`config.mk`:
```
export PLATFORM = sky130hd
export DESIGN_NAME = chp_host
export DESIGN_NICKNAME = d
export VERILOG_FILES = /design/src/logic/chp_pkg.sv /design/src/logic/chp_host.sv /design/src/logic/chp_lane.sv
export SDC_FILE = /design/constraint.sdc
export NUM_CORES = 1
export LEC_CHECK = 0
export BUFFER_PORTS_ARGS = -buffer_cell sky130_fd_sc_hd__buf_2
export CELL_PAD_IN_SITES_DETAIL_PLACEMENT = 0
export CELL_PAD_IN_SITES_GLOBAL_PLACEMENT = 1
export CORE_UTILIZATION = 39
export DETAILED_ROUTE_END_ITERATION = 16
export PLACE_DENSITY = 0.81
export SLEW_MARGIN = 15
export SYNTH_ARGS = -nofsm -noshare
export SYNTH_HDL_FRONTEND = slang
export SYNTH_SLANG_ARGS = --single-unit
```
`constraint.sdc`:
```
create_clock -name i_clk -period 5.45 [get_ports i_clk]
set_input_delay 1.09 -clock i_clk [delete_from_list [all_inputs] [get_ports i_clk]]
set_output_delay 1.09 -clock i_clk [all_outputs]
set_load 0.02 [all_outputs]
```
`src/logic/chp_pkg.sv`:
```
// package for the card host port controller: constants, modes and carriers
// assumes one 10 MHz clock; the card pins are reached through tri-state pads outside
//
// Overview of operation
// - host grounds upper address lines in ide
// - pass diagnostic is two-way handshake line
// - drive active line is two-way handshake
// - both insert detects grounded; host checks both
// - 8-bit host leaves upper lanes open
// - host holds write enable high in ide
// - ultra dma renames strobe and ready pins
// - each party drives only its own pins
package chp_pkg;
  localparam logic [10:0] CFG_BASE = 11'h200;
  localparam int PWRUP_NS = 1000;
  localparam int CLK_NS = 100;
  localparam int PWRUP_CYC = (PWRUP_NS + CLK_NS - 1) / CLK_NS;
  localparam int SEAT_NS = 500;
  localparam int SEAT_CYC = (SEAT_NS + CLK_NS - 1) / CLK_NS;
  localparam int STROBE_NS = 300;
  localparam int STROBE_CYC = (STROBE_NS + CLK_NS - 1) / CLK_NS;

  typedef enum logic [1:0] {CHP_MEM, CHP_IO, CHP_IDE} chp_mode_t;

  // one access request from the user side
  typedef struct packed {
    logic wr;
    logic attr;
    logic word;
    logic ctl_blk;
    logic [10:0] addr;
    logic [15:0] wdata;
  } chp_req_t;

  // card select and strobe pins as the host drives them
  typedef struct packed {
    logic ce_low_n;
    logic ce_high_n;
    logic reg_n;
    logic oe_n;
    logic we_n;
    logic iord_n;
    logic iowr_n;
  } chp_strobe_t;
endpackage

```
`src/logic/chp_host.sv`:
```
// host controller for the removable flash card port
// assumes card pins pass through pads resolved outside; inputs synchronous to i_clk
`timescale 1ns/1ps
module chp_host
#(
  parameter int WIDE_BUS = 1,
  parameter logic IO_ALERT = 1'b1
)
(
  // clock and reset
  input wire logic i_clk,
  input wire logic i_reset,
  // user request
  input wire logic i_req,
  input wire chp_pkg::chp_req_t i_cmd,
  input wire logic i_want_ide,
  input wire logic i_want_io,
  input wire logic i_master,
  output logic o_busy,
  output logic o_done,
  output logic [15:0] o_rdata,
  output chp_pkg::chp_mode_t o_mode,
  output logic o_seated,
  output logic o_alert,
  output logic o_batt_ok,
  // card pins driven by host
  output chp_pkg::chp_strobe_t o_pins,
  output logic [10:0] o_addr,
  output logic [15:0] o_data,
  output logic o_data_lo_oe,
  output logic o_data_hi_oe,
  // card pins sensed by host
  input wire logic [15:0] i_data,
  input wire logic i_insert_detect_one_n,
  input wire logic i_insert_detect_two_n,
  input wire logic i_battery_status_one,
  input wire logic i_battery_status_two,
  input wire logic i_status_changed_n,
  // two-way handshake lines, then the one-way role select output
  input wire logic i_pass_diagnostic_n,
  output logic o_pass_diagnostic_n,
  output logic o_pass_diagnostic_oe,
  input wire logic i_drive_active_slave_present_n,
  output logic o_drive_active_slave_present_n,
  output logic o_drive_active_slave_present_oe,
  output logic o_drive_role_select_n
);
  typedef enum logic [2:0] {CHP_OFF, CHP_POWER, CHP_CONFIG, CHP_IDLE, CHP_STROBE, CHP_END} chp_state_t;

  // refuse bus widths the lane planner cannot serve
  if (WIDE_BUS > 1 || WIDE_BUS < 0)
  begin : g_bad_width
    $error("WIDE_BUS must be 0 or 1");
  end

  chp_state_t state_r;
  logic [7:0] cnt_r;
  logic [3:0] seat_r;
  logic cfg_io_r;
  chp_pkg::chp_req_t cmd_r;
  logic ce_lo_nxt, ce_hi_nxt, swap_nxt;
  logic swap_r;

  chp_lane u_lane
  (
    .i_mode(o_mode),
    .i_word(i_cmd.word),
    .i_a0(i_cmd.addr[0]),
    .i_wide_bus(WIDE_BUS == 1),
    .o_ce_low_n(ce_lo_nxt),
    .o_ce_high_n(ce_hi_nxt),
    .o_swap(swap_nxt)
  );

  // output-enable low through power-up picks ide; the choice then holds
  always_ff @(posedge i_clk)
  begin
    if (i_reset)
    begin
      state_r <= CHP_POWER;
      cnt_r <= 8'h00;
      o_mode <= chp_pkg::CHP_MEM;
      cfg_io_r <= 1'b0;
    end
    else
    begin
      case (state_r)
        CHP_POWER:
        begin
          cnt_r <= cnt_r + 8'h01;
          if (cnt_r == 8'(chp_pkg::PWRUP_CYC - 1))
          begin
            o_mode <= i_want_ide ? chp_pkg::CHP_IDE : chp_pkg::CHP_MEM;
            cfg_io_r <= i_want_io && !i_want_ide;
            state_r <= (i_want_io && !i_want_ide) ? CHP_CONFIG : CHP_IDLE;
            cnt_r <= 8'h00;
          end
        end
        CHP_CONFIG:
        begin
          // one attribute write of the option register at the config base
          cnt_r <= cnt_r + 8'h01;
          if (cnt_r == 8'(chp_pkg::STROBE_CYC))
          begin
            o_mode <= chp_pkg::CHP_IO;
            state_r <= CHP_IDLE;
            cnt_r <= 8'h00;
          end
        end
        CHP_IDLE:
        begin
          if (i_req && o_seated)
          begin
            state_r <= CHP_STROBE;
            cnt_r <= 8'h00;
          end
        end
        CHP_STROBE:
        begin
          cnt_r <= cnt_r + 8'h01;
          if (cnt_r == 8'(chp_pkg::STROBE_CYC - 1))
            state_r <= CHP_END;
        end
        CHP_END:
          state_r <= CHP_IDLE;
        default:
          state_r <= CHP_POWER;
      endcase
    end
  end

  // pin drive: ide holds output-enable low and write-enable high throughout
  always_ff @(posedge i_clk)
  begin
    if (i_reset)
    begin
      o_pins <= '1;
      o_addr <= 11'h000;
      o_data <= 16'h0000;
      o_data_lo_oe <= 1'b0;
      o_data_hi_oe <= 1'b0;
      cmd_r <= '0;
      swap_r <= 1'b0;
    end
    else if (state_r == CHP_POWER)
    begin
      o_pins.oe_n <= !i_want_ide;
    end
    else if (state_r == CHP_CONFIG)
    begin
      o_addr <= chp_pkg::CFG_BASE;
      o_data <= 16'h0001;
      o_data_lo_oe <= 1'b1;
      o_pins.reg_n <= 1'b0;
      o_pins.ce_low_n <= 1'b0;
      o_pins.we_n <= (cnt_r == 8'(chp_pkg::STROBE_CYC));
    end
    else if (state_r == CHP_IDLE && i_req && o_seated)
    begin
      cmd_r <= i_cmd;
      swap_r <= swap_nxt;
      if (o_mode == chp_pkg::CHP_IDE)
      begin
        o_addr <= {8'h00, i_cmd.addr[2:0]};
        o_pins.ce_low_n <= i_cmd.ctl_blk;
        o_pins.ce_high_n <= !i_cmd.ctl_blk;
        o_pins.iord_n <= i_cmd.wr;
        o_pins.iowr_n <= !i_cmd.wr;
        o_pins.we_n <= 1'b1;
        o_pins.oe_n <= 1'b0;
        o_data_hi_oe <= i_cmd.wr && i_cmd.word && (WIDE_BUS == 1);
      end
      else
      begin
        o_addr <= i_cmd.addr;
        o_pins.reg_n <= !i_cmd.attr;
        o_pins.ce_low_n <= ce_lo_nxt;
        o_pins.ce_high_n <= ce_hi_nxt;
        o_pins.oe_n <= i_cmd.wr || (o_mode == chp_pkg::CHP_IO);
        o_pins.we_n <= !i_cmd.wr || (o_mode == chp_pkg::CHP_IO);
        o_pins.iord_n <= i_cmd.wr || (o_mode != chp_pkg::CHP_IO);
        o_pins.iowr_n <= !i_cmd.wr || (o_mode != chp_pkg::CHP_IO);
        o_data_hi_oe <= i_cmd.wr && (WIDE_BUS == 1) && !ce_hi_nxt;
      end
      o_data <= swap_nxt ? {i_cmd.wdata[7:0], 8'h00} : i_cmd.wdata;
      o_data_lo_oe <= i_cmd.wr;
    end
    else if (state_r == CHP_END || state_r == CHP_IDLE)
    begin
      // release everything between cycles; ide keeps output-enable low
      o_pins <= '1;
      o_pins.oe_n <= (o_mode != chp_pkg::CHP_IDE);
      o_pins.reg_n <= 1'b1;
      o_data_lo_oe <= 1'b0;
      o_data_hi_oe <= 1'b0;
    end
  end

  // read capture at the end of the strobe, byte lanes restored
  always_ff @(posedge i_clk)
  begin
    if (i_reset)
    begin
      o_rdata <= 16'h0000;
      o_done <= 1'b0;
      o_busy <= 1'b1;
    end
    else
    begin
      o_done <= (state_r == CHP_END);
      o_busy <= !(state_r == CHP_IDLE && !(i_req && o_seated));
      if (state_r == CHP_STROBE && cnt_r == 8'(chp_pkg::STROBE_CYC - 1) && !cmd_r.wr)
      begin
        if (o_mode == chp_pkg::CHP_IDE && !cmd_r.word)
          o_rdata <= {8'h00, i_data[7:0]};
        else if (swap_r)
          o_rdata <= {8'h00, i_data[15:8]};
        else
          o_rdata <= (cmd_r.word && WIDE_BUS == 1) ? i_data : {8'h00, i_data[7:0]};
      end
    end
  end

  // seated only after both detects read low for a settling time
  always_ff @(posedge i_clk)
  begin
    if (i_reset)
    begin
      seat_r <= 4'h0;
      o_seated <= 1'b0;
    end
    else if (i_insert_detect_one_n || i_insert_detect_two_n)
    begin
      seat_r <= 4'h0;
      o_seated <= 1'b0;
    end
    else if (seat_r == 4'(chp_pkg::SEAT_CYC))
      o_seated <= 1'b1;
    else
      seat_r <= seat_r + 4'h1;
  end

  // status pins: meaning depends on the latched mode
  always_ff @(posedge i_clk)
  begin
    if (i_reset)
    begin
      o_alert <= 1'b0;
      o_batt_ok <= 1'b0;
    end
    else
    begin
      o_alert <= (o_mode == chp_pkg::CHP_IO) && IO_ALERT && !i_status_changed_n;
      o_batt_ok <= (o_mode == chp_pkg::CHP_MEM) && i_battery_status_one && i_battery_status_two;
    end
  end

  // handshake lines: host only senses them, role select set from user choice in ide mode, held high otherwise
  always_ff @(posedge i_clk)
  begin
    if (i_reset)
    begin
      o_pass_diagnostic_n <= 1'b1;
      o_pass_diagnostic_oe <= 1'b0;
      o_drive_active_slave_present_n <= 1'b1;
      o_drive_active_slave_present_oe <= 1'b0;
      o_drive_role_select_n <= 1'b1;
    end
    else
    begin
      o_pass_diagnostic_oe <= 1'b0;
      o_drive_active_slave_present_oe <= 1'b0;
      o_drive_role_select_n <= !(i_master && o_mode == chp_pkg::CHP_IDE);
    end
  end

  a_ide_we_high: assert property (@(posedge i_clk) disable iff (i_reset)
    (o_mode == chp_pkg::CHP_IDE && state_r == CHP_STROBE) |-> o_pins.we_n) else $error("we low in ide");
  a_ide_addr_low: assert property (@(posedge i_clk) disable iff (i_reset)
    (o_mode == chp_pkg::CHP_IDE && state_r == CHP_STROBE) |-> o_addr[10:3] == 8'h00) else $error("ide upper addr");
  a_mode_held: assert property (@(posedge i_clk) disable iff (i_reset)
    (state_r == CHP_IDLE) |=> $stable(o_mode)) else $error("mode changed");
  a_no_handshake: assert property (@(posedge i_clk) disable iff (i_reset)
    !o_pass_diagnostic_oe && !o_drive_active_slave_present_oe) else $error("host drove card line");
  a_seat_both: assert property (@(posedge i_clk) disable iff (i_reset)
    (i_insert_detect_one_n || i_insert_detect_two_n) |=> !o_seated) else $error("seated while open");
  a_high_odd: assert property (@(posedge i_clk) disable iff (i_reset)
    (state_r == CHP_STROBE && o_mode != chp_pkg::CHP_IDE && !o_pins.ce_high_n && o_pins.ce_low_n)
    |-> swap_r) else $error("high enable not odd");
  a_cfg_base: assert property (@(posedge i_clk) disable iff (i_reset)
    (state_r == CHP_CONFIG && cnt_r == 8'h02) |-> (o_addr == chp_pkg::CFG_BASE && !o_pins.reg_n))
    else $error("config not at base");
  a_done_pulse: assert property (@(posedge i_clk) disable iff (i_reset)
    o_done |=> !o_done) else $error("done too long");
  a_ide_select: assert property (@(posedge i_clk) disable iff (i_reset)
    (o_mode == chp_pkg::CHP_IDE && state_r == CHP_STROBE)
    |-> (o_pins.ce_low_n == cmd_r.ctl_blk && o_pins.ce_high_n == !cmd_r.ctl_blk))
    else $error("ide select wrong");
endmodule

```
`src/logic/chp_lane.sv`:
```
// byte-lane planner: card enables and data lanes for one access
// assumes the caller registers the outputs
`timescale 1ns/1ps
module chp_lane
(
  // access
  input wire chp_pkg::chp_mode_t i_mode,
  input wire logic i_word,
  input wire logic i_a0,
  input wire logic i_wide_bus,
  // lanes
  output logic o_ce_low_n,
  output logic o_ce_high_n,
  output logic o_swap
);
  // word access needs both enables; narrow hosts use low enable with a0
  always_comb
  begin
    o_ce_low_n = 1'b0;
    o_ce_high_n = 1'b1;
    o_swap = 1'b0;
    if (i_mode == chp_pkg::CHP_IDE)
    begin
      o_ce_high_n = 1'b1;
    end
    else if (i_word && i_wide_bus)
    begin
      o_ce_high_n = 1'b0;
    end
    else if (i_a0 && i_wide_bus)
    begin
      o_ce_low_n = 1'b1;
      o_ce_high_n = 1'b0;
      o_swap = 1'b1;
    end
    else
    begin
      o_ce_high_n = 1'b1;
    end
  end
endmodule

```
==> results of run 1 <==
## sequential cells by signal (all words and copies together), names as in the netlist, 2 cells and up
signal,flops
seat_r,4
cmd_r,2
o_mode,2
o_data,16
o_addr,11
cnt_r,8
o_rdata,16
o_pins,7
state_r,3
## Yosys cell counts, types with 5 or more instances
cell type	number
sky130_fd_sc_hd__nor2b_1	5
sky130_fd_sc_hd__nand2b_1	7
sky130_fd_sc_hd__a32oi_1	9
sky130_fd_sc_hd__nand3_1	18
sky130_fd_sc_hd__mux2i_1	11
sky130_fd_sc_hd__or3_1	5
sky130_fd_sc_hd__a21o_1	7
sky130_fd_sc_hd__inv_1	15
sky130_fd_sc_hd__a211oi_1	10
sky130_fd_sc_hd__nand2_1	38
sky130_fd_sc_hd__nand4_1	5
sky130_fd_sc_hd__o221ai_1	5
sky130_fd_sc_hd__o31ai_1	9
sky130_fd_sc_hd__buf_4	6
sky130_fd_sc_hd__nor2_1	41
sky130_fd_sc_hd__a22oi_1	10
sky130_fd_sc_hd__o21ai_0	6
sky130_fd_sc_hd__a21oi_1	31
sky130_fd_sc_hd__nand4b_1	8
sky130_fd_sc_hd__dfxtp_1	78
sky130_fd_sc_hd__nor3_1	5
sky130_fd_sc_hd__ha_1	5
sky130_fd_sc_hd__buf_2	11
sky130_fd_sc_hd__clkbuf_1	18
## worst min-delay path, delay by kind of cell (launching register included)
family	cells	cell delay, ns
DFF	1	0.31
AOI/OAI and AO/OA	1	0.05
and+or+nand+nor	1	0.05
## cell families (layout without fill, tap and decap cells)
logic type,after synthesis,after routing,synth area share (%)
adders and majority gates,5,5,1.69
other,2,4,0.203
buffers and inverters,51,150,6.36
AOI/OAI and AO/OA,115,115,23.1
xor gates and xnor gates,1,1,0.237
DFF,78,78,42.2
and+or+nand+nor,161,161,23.3
muxes,11,11,2.98
## final timing paths
kind / slack [ns] / to
hold reg to reg: 0.45 / o_rdata[9]$_SDFFE_PP0P_
hold / removal: 0.45 / o_rdata[9]$_SDFFE_PP0P_
setup reg to reg: 2.60 / o_data[2]$_SDFFE_PP0P_
setup / recovery: 2.60 / o_data[2]$_SDFFE_PP0P_
## cell type report
class / count / area, um^2
clock buffer: 11 / 131
clock inverter: 5 / 58.8
fill: 935 / 4740
inverter: 15 / 56.3
multi-input combinational: 297 / 1910
sequential: 78 / 1560
tap: 111 / 139
timing repair buffer: 119 / 601
## per-layer routing
metal | vias up | wire (um) | GRT usage (%)
met5 | - | 0 | 0
met2 | 106 | 4260 | 31.9
met3 | 10 | 647 | 6.54
met4 | 0 | 78 | 4.75
met1 | 1618 | 4470 | 25.6
li1 | 1733 | - | -
## stage by stage
stage	worst slack, ns	total power [uW]
6_report	2.60	1080
3_5_place_dp	2.68	660
3_3_place_gp	2.72	658
5_1_grt	2.29	1120
2_1_floorplan	3.28	630
4_1_cts	2.62	1090
## power by group through the flow
stage / logic, uW / clock network (uW) / registers (uW)
after floorplan: 39.9 / 0 / 590
after global placement: 68.3 / 0 / 590
after detailed placement: 69.6 / 0 / 590
after CTS: 69.9 / 441 / 577
after global routing: 77.0 / 468 / 577
final: 69.4 / 431 / 577
==> PnR_summary.wiki, run 1 <==
{| class="wikitable"
! Metric !! Value
|-
| Fin Hold WS || roughly 0.45 ns
|-
| Switching power || ~260 uW
|-
| Sequential area share after synthesis || 42.2%
|-
| Number of H-tree levels || 3
|-
| Area of all placed cells without fillers || approximately 4500 um^2
|-
| Fraction of power consumed by the clock network || between 40% and 50%
|-
| Worst Setup End Kind || flop
|-
| Number of antenna diodes || 0
|-
| Congestion Overflow GR || 0
|-
| Highest fanout seen on the critical path || 26
|-
| Data arrival, critical path || 3.07 ns
|-
| Pin count of the biggest net entering global routing || between 70 and 80
|-
| Total number of clock tree sinks || just under 80
|-
| Most area-consuming cells after synthesis || sky130_fd_sc_hd__dfxtp_1, sky130_fd_sc_hd__a21oi_1, sky130_fd_sc_hd__nor2_1, sky130_fd_sc_hd__nand2_1, sky130_fd_sc_hd__mux2i_1
|-
| Number of enable flip-flop cells after synthesis || 0
|-
| Initial Utilization || between 40% and 50%
|-
| DR iter-0 viols || ~170
|-
| F_max || 0.351 GHz
|-
| Total negative setup slack || 0 ns
|-
| Ratio of routed vias to standard cells || between 5 and 6
|-
| Die extent in x || 99.4 um
|-
| Type of the setup path with the least slack || reg2reg
|-
| Slew at the pin closest to its max-slew limit || 0.892 ns
|-
| Gates resized, CTS repair || 0
|-
| Worst Path Required || ~5.7 ns
|-
| DRC viols || 0
|-
| Synth area leader || sky130_fd_sc_hd__dfxtp_1
|-
| Most frequent cells in the layout || sky130_fd_sc_hd__buf_2, sky130_fd_sc_hd__dfxtp_1, sky130_fd_sc_hd__nor2_1
|-
| Layout Cells excl Fill || 636
|-
| Leading register cell type out of synthesis || sky130_fd_sc_hd__dfxtp_1
|-
| Height of the die || between 90 and 100 um
|-
| Critical Path, Cell by Cell || nor2b_1 > nand2_1 > a32oi_1 > nor2_1
|-
| Class of the tightest hold or removal check || reg2reg
|-
| Instance count on the critical path || 4
|-
| Buffers added on ports || around 120
|-
| Power Density || between 200 and 250 nW/um^2
|-
| Switching part of the total || roughly 24%
|-
| First-pass GRT wire length || roughly 16 mm
|-
| Total buffers and inverters traversed by the critical path || 0
|-
| Total of endpoints with negative setup slack in the final report || 0
|-
| #FFs+latches synth || 78
|-
| Max stage delay on crit path || 0.78 ns
|-
| Average wire per standard cell || between 10 and 15 um
|-
| Final cycle utilization of the critical path || between 50 and 60%
|-
| Synthesized instance count || 424
|-
| Worst voltage drop across the vdd grid || 0.119 mV
|-
| Postcts setup bufs || 0
|-
| Leading cell type in the layout, fill and taps excluded || sky130_fd_sc_hd__buf_2
|-
| Logic gate share of total power || ~6.4%
|-
| CTS hold repair buffers || 0
|-
| Signed area change from the synthesized netlist to the final layout || 20.5%
|-
| Yosys warns || 0
|-
| Core box area || 9200 um^2
|-
| Status || finished clean
|-
| Utilization after layout || roughly half
|-
| Type of element launching the critical path || flop
|-
| Max-cap violations || 0
|-
| Cell with the largest stage delay on the worst path || sky130_fd_sc_hd__nand2_1
|-
| Total half-perimeter wirelength after legalization and detailed placement || ~6.6 mm
|-
| # rows || 35
|-
| I/O Pins || roughly 120
|-
| Layout net count || between 500 and 600
|-
| Beginning of the critical path || state_r[1]$_SDFFE_PP0P_
|-
| Final wirelength || 9.46 mm
|-
| Share of total power in sequential cells || a little over half
|-
| Global placer's final weighted congestion || 0.807
|-
| Number of clock buffers inserted by TritonCTS || 9
|-
| Post-synthesis instance area || about 3700 um^2
|-
| Share of cells above drive strength 1 || around 28%
|-
| Cells after DPL || 620
|-
| CTS Root Cell || sky130_fd_sc_hd__clkbuf_8
|-
| Die ar. || between 9000 and 10000 um^2
|-
| Static Leakage || roughly 0.0018 uW
|-
| Routed Antenna Nets || 0
|-
| Clock period minus final worst setup slack || 2.85 ns
|-
| Cell area after placement || 4270 um^2
|-
| Post-synthesis async set-or-reset flop share || 0%
|-
| Average size of a mapped cell || 8.73 um^2
|-
| Antenna violations before repair || 0
|-
| Final Hold Violating Endpoints || 0
|-
| Clock Latency Late Sink || ~0.35 ns
|-
| Via count || ~3500
|-
| Worst Clk Skew || around 0.012 ns
|-
| Global-route usage over all layers || roughly a fifth
|-
| CTS tree || done
|-
| Clock slew at the register clock pins of the worst setup and hold paths || 0.08 ns
|-
| Setup repair after global routing missed its margin || false
|-
| Number of search-and-repair iterations in the first detailed-routing pass || 4
|-
| Number of global-route vias before repair || 3280
|-
| Share of the synthesized area in the top cell type || 42.2%
|-
| Count of cell types in the netlist || 64
|-
| Cell count of the worst reg-to-reg path || 4
|-
| Hold Path Cell Cnt || 2
|-
| Reg-to-reg critical path startpoint || state_r[1]$_SDFFE_PP0P_
|-
| Internal power of the cells || between 800 and 900 uW
|-
| Final count of pins violating max slew || 0
|-
| Worst slew margin relative to its limit || 40.4%
|-
| Startpoint of the worst hold path || o_rdata[9]$_SDFFE_PP0P_
|-
| Family with the most delay on the worst path || simple AND/OR/NAND/NOR gates
|-
| Bufs on Longest Clock Path || 2
|}
Power figures use the tool's default switching activity.
==> inputs of run 2 (changes only) <==
Settings changed: CORE_UTILIZATION 39 to 37, PLACE_DENSITY 0.81 to 0.77.
Clock period 5.45 ns to 2.8 ns, I/O delays scaled along.
==> run 2 against run 1 <==
Net effect:
- cell area is 1.9% higher
- cell count is 4.6% higher
- hold slack got worse by 0.082 ns
- non-clock buffer count is 6 higher
- clock skew fell by 0.0038 ns
- combinational power is 97% higher
==> PnR_summary.wiki, run 2 (same netlist as run 1, synthesis figures left out) <==
{| class="wikitable"
! Metric !! Value
|-
| Clock period minus final worst setup slack || 2.23 ns (-0.620 ns)
|-
| Type of the setup path with the least slack || reg2reg
|-
| Initial Utilization || 38.0% (-2.2 points)
|-
| PnR Total Power || 2120 uW (+97%)
|-
| Highest fanout seen on the critical path || 26 (unchanged)
|-
| Leading cell type in the layout, fill and taps excluded || sky130_fd_sc_hd__buf_2
|-
| Ratio of routed vias to standard cells || 5.23 (-4.1%)
|-
| Final count of pins violating max slew || 0 (unchanged)
|-
| Worst Setup End Kind || flop
|-
| Via count || 3477 (+0.29%)
|-
| Slew at the pin closest to its max-slew limit || 0.929 ns (+0.0375 ns)
|-
| Number of clock buffers inserted by TritonCTS || 9 (unchanged)
|-
| Final Hold Violating Endpoints || 0 (unchanged)
|-
| Core box area || 9730 um^2 (+5.8%)
|-
| Number of global-route vias before repair || 3175 (-3.2%)
|-
| Pin count of the biggest net entering global routing || 42 (-42%)
|-
| Total of endpoints with negative setup slack in the final report || 0 (unchanged)
|-
| Total half-perimeter wirelength after legalization and detailed placement || 7.01 mm (+5.7%)
|-
| Clock slew at the register clock pins of the worst setup and hold paths || 0.08 ns (about the same)
|-
| I/O Pins || 124 (unchanged)
|-
| Utilization after layout || 46.7% (-1.8 points)
|-
| Bufs on Longest Clock Path || 2 (unchanged)
|-
| Layout net count || 591 (+1.0%)
|-
| Worst Path Required || 3.01 ns (-2.66 ns)
|-
| Antenna violations before repair || 0 (unchanged)
|-
| Height of the die || 102 um (+2.6%)
|-
| Met3 track utilization from global routing || 6.02% (-0.52 points)
|-
| Worst voltage drop across the vdd grid || 0.230 mV (+93%)
|-
| Worst slew margin relative to its limit || 37.9% (-2.5 points)
|-
| Die extent in x || 102 um (+2.6%)
|-
| Total number of clock tree sinks || 78 (unchanged)
|-
| CTS tree || done
|-
| Data arrival, critical path || 2.44 ns (-0.63 ns)
|-
| Routed Antenna Nets || 0 (unchanged)
|-
| Status || finished clean
|-
| Global placer's final weighted congestion || 0.742 (-8.1%)
|-
| Average wire per standard cell || 14.7 um (-1.2%)
|-
| Signed area change from the synthesized netlist to the final layout || 22.8%
|-
| Final cycle utilization of the critical path || 79.5% (+27 points)
|-
| DRC viols || 0 (unchanged)
|-
| CTS Root Cell || sky130_fd_sc_hd__clkbuf_8
|-
| Reg-to-reg slack, setup || 0.57 ns (-2.03 ns)
|-
| Clock Latency Late Sink || 0.35 ns (about the same)
|-
| Worst Setup EP || o_data[3]$_SDFFE_PP0P_
|-
| Met2 track demand over resource in global routing || 29.0% (-2.9 points)
|-
| Final wirelength || 9.77 mm (+3.3%)
|-
| Met1 Usage GRT || 26.0% (+0.38 points)
|-
| Postcts setup bufs || 0 (unchanged)
|-
| DR iter-0 viols || 131 (-22%)
|-
| Class of the tightest hold or removal check || in2reg
|-
| Static Leakage || 0.00188 uW (+1.9%)
|-
| Total negative setup slack || 0 ns (unchanged)
|-
| Worst Clk Skew || 0.00845 ns (-0.00379 ns)
|-
| Cell area after placement || 4340 um^2 (+1.7%)
|-
| Setup repair after global routing missed its margin || false
|-
| Congestion Overflow GR || 0 (unchanged)
|-
| Power Density || 467 nW/um^2 (+93%)
|-
| Worst flop-to-flop path endpoint || o_data[3]$_SDFFE_PP0P_
|-
| F_max || 0.449 GHz (+28%)
|-
| Type of element launching the critical path || flop
|-
| Global-route usage over all layers || 19.1% (-0.67 points)
|-
| Buffers added on ports || 117 (unchanged)
|-
| Most frequent cells in the layout || sky130_fd_sc_hd__buf_2, sky130_fd_sc_hd__dfxtp_1, sky130_fd_sc_hd__nor2_1
|-
| Max-cap violations || 0 (unchanged)
|-
| Layer with the highest usage after global routing || met2
|-
| Die ar. || 10400 um^2 (+5.3%)
|-
| Top Registers || o_data: 16 flops, o_rdata: 16 flops, o_addr: 11 flops
|-
| First-pass GRT wire length || 15.6 mm (-1.3%)
|-
| Reg-to-reg critical path startpoint || state_r[2]$_SDFFE_PP0P_
|-
| Number of H-tree levels || 3 (unchanged)
|-
| Gates resized, CTS repair || 0 (unchanged)
|-
| Cell count of the worst reg-to-reg path || 4 (unchanged)
|-
| Share of cells above drive strength 1 || 28.8% (+1.0 points)
|-
| # rows || 36 (+2.9%)
|-
| Number of search-and-repair iterations in the first detailed-routing pass || 4 (unchanged)
|-
| CTS hold repair buffers || 0 (unchanged)
|-
| Beginning of the critical path || state_r[2]$_SDFFE_PP0P_
|-
| Area of all placed cells without fillers || 4540 um^2 (+1.9%)
|}
[run 2: metrics by stage]
| stage | hold slack, ns | cells | setup slack [ns] |
|---|---|---|---|
| finish | 0.369 | 665 | 0.573 |
| global route | 0.354 | 664 | 0.405 |
| CTS | 0.351 | 664 | 0.585 |
| detailed placement | 0.441 | 648 | 0.619 |
| global placement | 0.437 | 648 | 0.622 |
| floorplan | 0.448 | 426 | 1.05 |
[run 2: per-layer routing]
| layer | up-vias | routed length, um | part of all wire, % |
|---|---|---|---|
| met4 | 0 | 91 | 0.93 |
| met3 | 7 | 679 | 7.0 |
| met5 | - | 0 | 0 |
| met1 | 1620 | 4500 | 46 |
| met2 | 104 | 4500 | 46 |
| li1 | 1746 | - | - |
[run 2: report_power, final]
part	internal, uW	total, uW	switching (uW)
combinational	58.4	137	78.1
sequential	1110	1120	7.99
clock	437	863	427
[run 2: cell type report]
type / count / area, um^2
Fill cell: 999 / 5180
Multi-Input combinational cell: 297 / 1910
Sequential cell: 78 / 1560
Timing Repair Buffer: 125 / 646
Tap cell: 133 / 166
Clock buffer: 11 / 141
Clock inverter: 5 / 58.8
Inverter: 15 / 56.3
Antenna cell: 1 / 2.50
[run 2: how the worst min path moves through the flow]
stage,cells past startpoint,start,end
global placement,2,o_rdata[15]$_SDFFE_PP0P_,o_rdata[15]$_SDFFE_PP0P_
finish,2,i_status_changed_n,o_alert$_SDFF_PP0_
detailed placement,2,o_data[9]$_SDFFE_PP0P_,o_data[9]$_SDFFE_PP0P_
global route,2,i_status_changed_n,o_alert$_SDFF_PP0_
CTS,2,i_status_changed_n,o_alert$_SDFF_PP0_
floorplan,2,cmd_r[30]$_SDFFE_PP0P_,cmd_r[30]$_SDFFE_PP0P_
[run 2: worst max-delay path: stages (launching register included)]
cell and delay [ns]:
sky130_fd_sc_hd__dfxtp_1 0.50, sky130_fd_sc_hd__nor2b_1 0.46, sky130_fd_sc_hd__nand2_1 0.67, sky130_fd_sc_hd__a32oi_1 0.39
sky130_fd_sc_hd__nor2_1 0.06
